`src/cws_defs.svh`:
```
// Constants for the clause wavefront scheduler
`ifndef CWS_DEFS_SVH
`define CWS_DEFS_SVH
`define CWS_ALU_CLAUSE_MAX 128
`define CWS_SLOT_CYCLES 4
`define CWS_REG_READ_LAT 8
`define CWS_SWITCH_NS 320
`define CWS_CLK_PERIOD_NS 8
`define CWS_SWITCH_CYCLES (`CWS_SWITCH_NS / `CWS_CLK_PERIOD_NS)
`define CWS_VLIW_LANES 5
`endif

```
`src/cws_pkg.sv`:
```
// Types for the clause wavefront scheduler
package cws_pkg;
  typedef enum logic [1:0] {
    CWS_FETCH = 2'h0,
    CWS_ALU = 2'h1,
    CWS_STORE = 2'h2,
    CWS_CTRL = 2'h3
  } cws_kind_t;
  typedef enum logic [1:0] {
    CWS_IDLE = 2'h0,
    CWS_ISSUE = 2'h1,
    CWS_GAP = 2'h3
  } cws_state_t;
  typedef struct packed {
    cws_kind_t kind;
    logic localSharedMemory;
    logic fetchDep;
    logic serialDep;
  } cws_instr_t;
endpackage

```
`src/cws_scheduler.sv`:
```
// Clause forming and wavefront scheduling for one compute unit
`timescale 1ns/10ps
`include "cws_defs.svh"
module cws_scheduler #(
  parameter int NUM_WAVES = 4,
  parameter int WID = $clog2(NUM_WAVES),
  parameter int LANES = `CWS_VLIW_LANES
) (
  // Clock and reset
  input wire logic clk,
  input wire logic rst,
  // Per-wavefront instruction offer
  input wire logic [NUM_WAVES-1:0] waveReady,
  input wire cws_pkg::cws_instr_t instr [NUM_WAVES],
  // Memory status
  input wire logic sharedMemBusy,
  input wire logic [NUM_WAVES-1:0] fetchPending,
  // Issue result
  output logic issueValid,
  output logic [WID-1:0] issueWave,
  output logic issueOdd,
  output logic [1:0] issueQuarter,
  output logic [LANES-1:0] laneUse,
  output logic addrOnAlu,
  output logic clauseStart,
  output logic readOperands,
  output logic [WID-1:0] readWave,
  output logic stall,
  output logic [NUM_WAVES-1:0] instrTaken
);
  localparam logic [7:0] ALU_MAX = 8'(`CWS_ALU_CLAUSE_MAX);
  localparam logic [5:0] GAP_CYC = 6'(`CWS_SWITCH_CYCLES);
  cws_pkg::cws_state_t state [2];
  cws_pkg::cws_kind_t clauseKind [2];
  logic [WID-1:0] wave [2];
  logic [7:0] opCount [2];
  logic [5:0] gapCount [2];
  logic [WID-1:0] rrPtr;
  logic [1:0] quarter;
  logic side;
  logic [NUM_WAVES-1:0] busy;
  logic slotGo;
  logic [1:0] runLen;
  // Slot counter: quarter-wavefront per unstalled cycle, side flips every 4; a stall holds it
  always_ff @(posedge clk) begin
    if (rst) begin
      quarter <= 2'h0;
      side <= 1'b0;
    end else if (!stall) begin
      quarter <= quarter + 2'h1;
      if (quarter == 2'h3) side <= ~side;
    end
  end
  // Issue starts only at quarter 0 so no instruction loses quarters
  always_ff @(posedge clk) begin
    if (rst) begin
      slotGo <= 1'b0;
    end else if (!stall) begin
      slotGo <= issueValid && quarter != 2'h3;
    end
  end
  // Quarters issued so far for the instruction in flight
  always_ff @(posedge clk) begin
    if (rst) begin
      runLen <= 2'h0;
    end else if (!stall) begin
      runLen <= (issueValid && quarter != 2'h3) ? runLen + 2'h1 : 2'h0;
    end
  end
  wire cws_pkg::cws_instr_t cur = instr[wave[side]];
  wire cws_pkg::cws_kind_t curKind = cur.kind;
  wire active = state[side] == cws_pkg::CWS_ISSUE;
  wire curReady = waveReady[wave[side]];
  wire typeChange = curKind != clauseKind[side];
  wire isCtrl = curKind == cws_pkg::CWS_CTRL;
  wire aluFull = clauseKind[side] == cws_pkg::CWS_ALU
      && opCount[side] == ALU_MAX;
  wire boundary = active && curReady && (typeChange || isCtrl || aluFull);
  wire depBlock = curKind == cws_pkg::CWS_ALU && cur.fetchDep
      && fetchPending[wave[side]];
  assign stall = active && curReady && !boundary
      && cur.localSharedMemory && sharedMemBusy;
  // Round-robin choice among free ready wavefronts
  logic [WID-1:0] pick;
  logic pickOk;
  always_comb begin
    logic [WID-1:0] idx;
    idx = '0;
    pick = '0;
    pickOk = 1'b0;
    for (int i = NUM_WAVES - 1; i >= 0; i--) begin
      idx = WID'((32'(rrPtr) + 32'(i) + 1) % NUM_WAVES);
      if (waveReady[idx] && !busy[idx] && !(instr[idx].fetchDep
          && fetchPending[idx])) begin
        pick = idx;
        pickOk = 1'b1;
      end
    end
  end
  always_comb begin
    busy = '0;
    for (int s = 0; s < 2; s++)
      if (state[s] != cws_pkg::CWS_IDLE) busy[wave[s]] = 1'b1;
  end
  // Another wavefront may cover the clause gap
  wire swapOut = boundary && pickOk;
  wire issueOk = active && curReady && !boundary && !stall && !depBlock
      && !isCtrl;
  assign issueValid = issueOk && (quarter == 2'h0 || slotGo);
  assign issueWave = wave[side];
  assign issueOdd = side;
  assign issueQuarter = quarter;
  assign clauseStart = issueValid && opCount[side] == 8'h0;
  assign instrTaken = (issueValid && quarter == 2'h3)
      ? NUM_WAVES'(1) << wave[side] : '0;
  assign addrOnAlu = issueValid
      && curKind != cws_pkg::CWS_ALU;
  // Dependent ops use one lane; others fill the VLIW word
  assign laneUse = !issueValid ? '0 : cur.serialDep ? LANES'(1) : '1;
  // Operands read for the other side while this one runs
  assign readOperands = state[~side] == cws_pkg::CWS_ISSUE;
  assign readWave = wave[~side];
  always_ff @(posedge clk) begin
    if (rst) begin
      rrPtr <= '0;
      for (int s = 0; s < 2; s++) begin
        state[s] <= cws_pkg::CWS_IDLE;
        clauseKind[s] <= cws_pkg::CWS_FETCH;
        wave[s] <= '0;
        opCount[s] <= 8'h0;
        gapCount[s] <= 6'h0;
      end
    end else begin
      for (int s = 0; s < 2; s++)
        if (state[s] == cws_pkg::CWS_GAP) begin
          if (gapCount[s] == 6'h1) state[s] <= cws_pkg::CWS_ISSUE;
          gapCount[s] <= gapCount[s] - 6'h1;
        end
      // Switch decisions only at this side's clause edge
      case (state[side])
        cws_pkg::CWS_IDLE: begin
          if (pickOk) begin
            state[side] <= cws_pkg::CWS_ISSUE;
            wave[side] <= pick;
            clauseKind[side] <= instr[pick].kind;
            opCount[side] <= 8'h0;
            rrPtr <= pick;
          end
        end
        cws_pkg::CWS_ISSUE: begin
          if (boundary) begin
            opCount[side] <= 8'h0;
            clauseKind[side] <= isCtrl ? cws_pkg::CWS_FETCH : curKind;
            if (swapOut) begin
              wave[side] <= pick;
              clauseKind[side] <= instr[pick].kind;
              rrPtr <= pick;
            end else begin
              state[side] <= cws_pkg::CWS_GAP;
              gapCount[side] <= GAP_CYC;
            end
          end else if (!curReady) begin
            state[side] <= cws_pkg::CWS_IDLE;
          end else if (issueValid && quarter == 2'h3) begin
            opCount[side] <= opCount[side] + 8'h1;
          end
        end
        default: begin
        end
      endcase
    end
  end
  property slotFlip;
    @(posedge clk) disable iff (rst)
      (quarter == 2'h3 && !stall) |=> side != $past(side);
  endproperty
  slot_alternate_a: assert property (slotFlip)
    else $error("Side did not flip after four cycles");
  alu_limit_a: assert property (@(posedge clk) disable iff (rst)
    opCount[side] <= ALU_MAX) else $error("Arithmetic clause overran");
  ctrl_never_a: assert property (@(posedge clk) disable iff (rst)
    issueValid |-> curKind != cws_pkg::CWS_CTRL)
    else $error("Control op issued in clause");
  shmem_stall_a: assert property (@(posedge clk) disable iff (rst)
    stall |=> wave[side] == $past(wave[side]))
    else $error("Wavefront changed during stall");
  dep_wait_a: assert property (@(posedge clk) disable iff (rst)
    depBlock |-> !issueValid) else $error("Dependent clause started early");
  gap_len_a: assert property (@(posedge clk) disable iff (rst)
    (boundary && !swapOut) |=> state[$past(side)] == cws_pkg::CWS_GAP
      && gapCount[$past(side)] == GAP_CYC)
    else $error("Clause gap not started");
  mid_switch_a: assert property (@(posedge clk) disable iff (rst)
    (issueValid && !boundary) |=> wave[$past(side)] == $past(wave[side]))
    else $error("Wavefront switched mid clause");
  read_other_a: assert property (@(posedge clk) disable iff (rst)
    (active && readOperands) |-> readWave != issueWave)
    else $error("Operand read for the issuing wavefront");
  type_split_a: assert property (@(posedge clk) disable iff (rst)
    (active && curReady && typeChange) |-> !issueValid)
    else $error("Type change inside clause");
  stall_cov_c: cover property (@(posedge clk) disable iff (rst) stall);
  swap_cov_c: cover property (@(posedge clk) disable iff (rst) swapOut);
  gap_cov_c: cover property (@(posedge clk) disable iff (rst)
    boundary && !swapOut);
  full_slot_a: assert property (@(posedge clk) disable iff (rst)
    instrTaken != '0 |-> runLen == 2'h3)
    else $error("Instruction taken before four quarters");
  take_cov_c: cover property (@(posedge clk) disable iff (rst)
    instrTaken != '0);
  pair_cov_c: cover property (@(posedge clk) disable iff (rst)
    issueValid && readOperands);
endmodule // cws_scheduler

```
`config.mk`:
```
export PLATFORM = sky130hd
export DESIGN_NAME = cws_scheduler
export DESIGN_NICKNAME = d
export VERILOG_FILES = /design/src/cws_pkg.sv /design/src/cws_scheduler.sv
export VERILOG_INCLUDE_DIRS = /design/src
export SDC_FILE = /design/constraint.sdc
export NUM_CORES = 1
export LEC_CHECK = 0
export BUFFER_PORTS_ARGS = -buffer_cell sky130_fd_sc_hd__buf_4
export CAP_MARGIN = 20
export CORE_UTILIZATION = 55
export CTS_CLUSTER_SIZE = 28
export DETAILED_ROUTE_END_ITERATION = 12
export PLACE_DENSITY = 0.78
export SKIP_LAST_GASP = 1
export SYNTH_ARGS = -nofsm -noshare
export SYNTH_HDL_FRONTEND = slang
export SYNTH_SLANG_ARGS = --single-unit
```
`constraint.sdc`:
```
create_clock -name clk -period 6.89 [get_ports clk]
set_input_delay 1.378 -clock clk [delete_from_list [all_inputs] [get_ports clk]]
set_output_delay 1.378 -clock clk [all_outputs]
set_load 0.005 [all_outputs]
```
Word-level counts from Yosys, hierarchy flattened
Memory sizes are Yosys's and may differ from the RTL's. A register that Yosys moved wholly into a read port is not among the register bits. Index checks and enable logic that the tools add are counted.

Memories kept: 5. Bits in writable memories: 40. Bits of input ports: 31. Register bits after elaboration: 6.

Memory list: opCount (depth 2, width 8, rd ports 1, clocked after Yosys merged registers in 1, wr ports 2, RTL line cws_scheduler.sv:36) `logic [7:0] opCount [2];`; gapCount (depth 2, width 6, rd ports 2, clocked after Yosys merged registers in 0, wr ports 3, RTL line cws_scheduler.sv:37) `logic [5:0] gapCount [2];`; clauseKind (depth 2, width 2, rd ports 1, clocked after Yosys merged registers in 1, wr ports 2, RTL line cws_scheduler.sv:34) `cws_pkg::cws_kind_t clauseKind [2];`; state (depth 2, width 2, rd ports 4, clocked after Yosys merged registers in 1, wr ports 3, RTL line cws_scheduler.sv:33) `cws_pkg::cws_state_t state [2];`; wave (depth 2, width 2, rd ports 4, clocked after Yosys merged registers in 1, wr ports 2, RTL line cws_scheduler.sv:35) `logic [WID-1:0] wave [2];`.

Muxes and demuxes: 141. Equal/unequal tests: 17. $add $sub $neg: 10. $lt $le $gt $ge: 15. Bitwise operators: 20. Shifts and indexed selects: 1. Reductions and logical operators: 57.

Operator list (count): $mux 1 (79); $bmux 5 s2 (6); $mux 2 (25); $logic_and 1x1->1 (31); $mux 5 (6); $bmux 1 s2 (14); $mux 8 (3); $lt 2x3->1 const B (7); $ge 3x3->1 const B (6); $not 2->3 (6); $eq 6x1->1 const B (2); $logic_not 1->1 (12); $mux 4 (3); $mux 6 (2); $sub 6x1->6 const B (2); $or 1x1->1 (11); $add 2x1->2 const B (5); $add 8x1->8 const B (1); $eq 2x1->1 const B (4); $eq 2x2->1 const B (4); $eq 8x8->1 const B (1); $logic_not 8->1 (1); $reduce_or 8->1 (1); $ne 2x1->1 const B (3); 15 further kinds (26).

Depth between registers and ports, before layout
Word-level depth: 27. Mapped depth: 13. Gate-level depth less buffers: 9.

Worst setup path before layout
OpenSTA, ideal clock, no wires.

Kind: input -> output. Start point: in waveReady[0]. End point: out laneUse[2]. Cell stages on the path: 8. Buffers on the path: 2. Required time: 5512 ps. Arrival time: 2969 ps. Slack: 2543 ps. Cells stage by stage: or4b_1 o41ai_1 or4_1 nor2_2 nand4_2 buf_2 nor2_1 buf_4.

Cells in the longest elaborated chain, start to end: 14.

Ends and longest elaborated chain: start: declaration (RTL line cws_scheduler.sv:13) `input wire logic [NUM_WAVES-1:0] waveReady,`; $bmux 1 s2 * (RTL line cws_scheduler.sv:73) `wire curReady = waveReady[wave[side]];`; $mux 1 (not written as such) * (RTL line cws_scheduler.sv:73); $logic_and 1x1->1 * (RTL line cws_scheduler.sv:78, cws_scheduler.sv:81, cws_scheduler.sv:107); $logic_and 1x1->1 (RTL line cws_scheduler.sv:78) `wire boundary = active && curReady && (typeChange || isCtrl || aluFull);`; $logic_not 1->1 (RTL line cws_scheduler.sv:81, cws_scheduler.sv:107); $logic_and 1x1->1 * (RTL line cws_scheduler.sv:81, cws_scheduler.sv:107); $logic_and 1x1->1 (2 in a row) (RTL line cws_scheduler.sv:82) `&& cur.localSharedMemory && sharedMemBusy;`; $logic_not 1->1 (RTL line cws_scheduler.sv:107) `wire issueOk = active && curReady && !boundary && !stall && !depBlock`; $logic_and 1x1->1 * (2 in a row) (RTL line cws_scheduler.sv:107); $logic_and 1x1->1 * (RTL line cws_scheduler.sv:108) `&& !isCtrl;`; $logic_and 1x1->1 * (RTL line cws_scheduler.sv:109) `assign issueValid = issueOk && (quarter == 2'h0 || slotGo);`; $mux 5 * (RTL line cws_scheduler.sv:119) `assign laneUse = !issueValid ? '0 : cur.serialDep ? LANES'(1) : '1;`; end: declaration (RTL line cws_scheduler.sv:23) `output logic [LANES-1:0] laneUse,`.

Mark *: on every way between the ends. The rest lies on a longest branch, timed or not. The select of a mux whose other input is x is not followed.

==> results.md <==
- Max VDD drop: 143 uV
- Commonest non-fill, non-tap cell in the layout: buf_4
- Vias in the first global route: 2,696
- Initial antenna violation count: 0
- Seq cells post-synth: 47
- Filler cells: roughly 500
- Hold WS: 0.497 ns
- Post-CTS Setup Bufs: 0
- Root Buffer: clkbuf_8
- Post-Route Setup TNS: 0 ns
- Die height: 80.2 microns
- Combinational share of power: a little over two fifths
- Pwr Total: 0.00114 W
- Tot GR Track Use: between 20% and 30%
- Crit-path cells: buf_4, mux2i_4, mux4_2, a21oi_1, a22o_4, nand4_2, nor2_1, buf_4
- Post-synthesis sequential area ratio: 36.3%
- CTS tree: yes
- Leak pwr: 1.56 nW
- Switch Pwr: 0.000439 W
- Full die area: 6440 sq um
- Die width: 80.2 microns
- Largest net degree at the start of global routing: 36
- CTS sink count: between 40 and 50
- Initial DRC count: 239
- Clk_lat worst skew: around 0.31 ns
- Total gr overflow: 0
- Synth cell types: 65
- DP Worst Slack: 2.13 ns
- Worst clock skew: 0.00868 ns
- Placed insts: 466
- Critical Path Sink Type: output pin
- Worst hold path class: register to register
- Final hold vios: 0
- Clock slew at reported path FFs: ~0.08 ns
- DP HPWL: 5910 microns
- Slew margin rel.: 46.6%
- Clock share of power: 18.6%
- ANT cells: 0
- Core Area: 5920 sq um
- Initial Util: 56.8%
- Synthesis-to-finish area growth: 14.0%
- CP required: 5.51 ns
- TritonCTS Buffers: 5
- Startpoint Class: register
- CP max FO: 35
- Switch share: 38.6%
- CTS H-tree lvls: 2
- GP Congestion: around 0.83
- Final min period: 4.83 ns
- Via count: 2,952
- Slew at the pin closest to its max-slew limit: 0.793 ns
- Crit-path most repeated cell: buf_4
- Cell area after synthesis: 3370 sq um
- PostCTS Resize Cnt: 0
- PwrDens: 296 nW/um^2
- Synth Warn #: 0
- Syn nets: 402
- IO Pins: 52
- Unrepaired setup endpoints after global routing: no
- Post-Route WL: between 7000 and 8000 microns
- Row cnt: 28
- Seq pwr share: 38.1%
- Nets@finish: 437
- Crit share post-route: 70.1%
- DRC viols: 0
- CTS Hold Buffers Added: 0
- Setup slack after layout: 2.06 ns
- Mean Syn Cell Area: 9.27 sq um
- Non-Filler Instances: about 470
- Commonest cells after routing, fill and taps aside: 52 x buf_4, 44 x nor2_1, 28 x edfxtp_1, 20 x inv_1, 20 x nand2_1
- Share of layout cells above drive strength 1: 21.6%
- Synth async-reset ratio: 0%
- Port Buffer Count: 51
- Clk buf depth: 2
- Run status: completed
- CP peak stage delay: 0.62 ns
- Worst path slowest cell: mux2i_4
- Setup violators final: 0
- Max-Cap Viols: 0
- Post-synth EDFFs: 28
- Dominant synthesized flop cell: edfxtp_1
- Worst EP arrival: 3.45 ns
- DRT Pass-1 Iters: 5
- F_max: 207 MHz
- Max-slew violation count: 0
- Kind of critical path: register to output pin
- Via/cell ratio: 6.23
- Routed len/inst: between 15 and 20 microns
- Internal Pwr Total: 0.000698 W
- Post-Synthesis Cells: 363
- First-pass GRT wire length: ~13,000 microns
- Number of antenna-violating nets in the routed design: 0
[final timing paths]
check / slack [ns] / to / from / depth (start not counted)
max: 2.06 / laneUse[2] / register / 8
min: 0.50 / slotGo$_SDFFE_PP0N_ / slotGo$_SDFFE_PP0N_ / 1
max reg2reg: 3.17 / opCount[0][0]$_SDFFCE_PN0P_ / register / 8
min reg2reg: 0.50 / slotGo$_SDFFE_PP0N_ / slotGo$_SDFFE_PP0N_ / 1
[power by group through the flow]
stage	Clock (W)	Combinational [W]	Sequential [W]
floorplan	0	0.000387	0.000410
global placement	0	0.000473	0.000433
detailed placement	0	0.000484	0.000436
CTS	0.000213	0.000487	0.000431
global route	0.000225	0.000541	0.000440
finish	0.000211	0.000492	0.000433
[metal layers]
metal  track usage [%]  routed length (microns)
met5                 0                        0
met4              6.43                       48
met3              3.98                      673
met2              42.4                     3680
met1              35.9                     3520
[cell usage after synthesis (all sizes together), types with 3 or more instances]
library cell   n  area share, %
nor2          45            5.1
edfxtp        28             25
inv           21            2.4
nand2         20            2.2
dfxtp         19             11
buf           17            3.1
nor3          17            2.9
o21ai         14            2.1
a21oi         13            1.9
nor2b         13            2.4
mux2i         12            4.3
xor2          10            2.6
ha             8            3.0
nand4          8            1.7
nor4           8            1.5
xnor2          8            2.1
clkbuf         7           0.78
a21o           6            1.3
or4            6            1.6
a21boi         5            1.1
mux2           5            1.7
mux4           5            3.6
a22oi          4            1.2
a31o           4            1.0
a31oi          4           0.74
and3           4           0.74
nand3          4           0.59
nor3b          4           0.89
a32o           3           0.89
a32oi          3           0.78
and2           3           0.56
nand3b         3           0.67
o21a           3           0.67
o311a          3           0.89
[area by class of cell]
type                       instances  area [sq um]  share of cell area, %
clock buffer                       6          82.6                   2.15
clock inverter                     2          35.0                  0.913
inverter                          21          81.3                   2.12
multi-input combinational        271          1930                   50.4
sequential                        47          1220                   31.8
tap                               75          93.8                   2.45
timing repair buffer              52           390                   10.2
[cells by family after synthesis]
group	share of synthesized area (%)
XOR/XNOR	4.68
buffers and inverters	6.28
multiplexers	9.55
AND/OR/NAND/NOR	23.0
flip-flops	36.3
adder cells (fa/ha/maj)	2.97
AO/OA/AOI/OAI	17.2
[sequential cells by signal (all words and copies together) (netlist names), named ones only]
register / count
clauseKind: 4
wave: 4
state: 4
gapCount: 12
issueQuarter: 2
slotGo: 1
issueOdd: 1
rrPtr: 2
opCount: 16
[worst max-delay path: cells and delay by family (launching register included)]
family | cells | cell delay (ns)
AND/OR/NAND/NOR | 2 | 0.61
multiplexers | 2 | 1.23
AO/OA/AOI/OAI | 2 | 0.43
flip-flops | 1 | 0.32
buffers and inverters | 2 | 0.55
[metrics by stage]
stage               utilization [%]  instance area (sq um)
floorplan                         -                   3370
global placement               62.8                   3720
detailed placement             62.8                   3720
CTS                            64.8                   3840
global route                   64.8                   3840
finish                         64.8                   3840
Power figures use the tool's default switching activity.
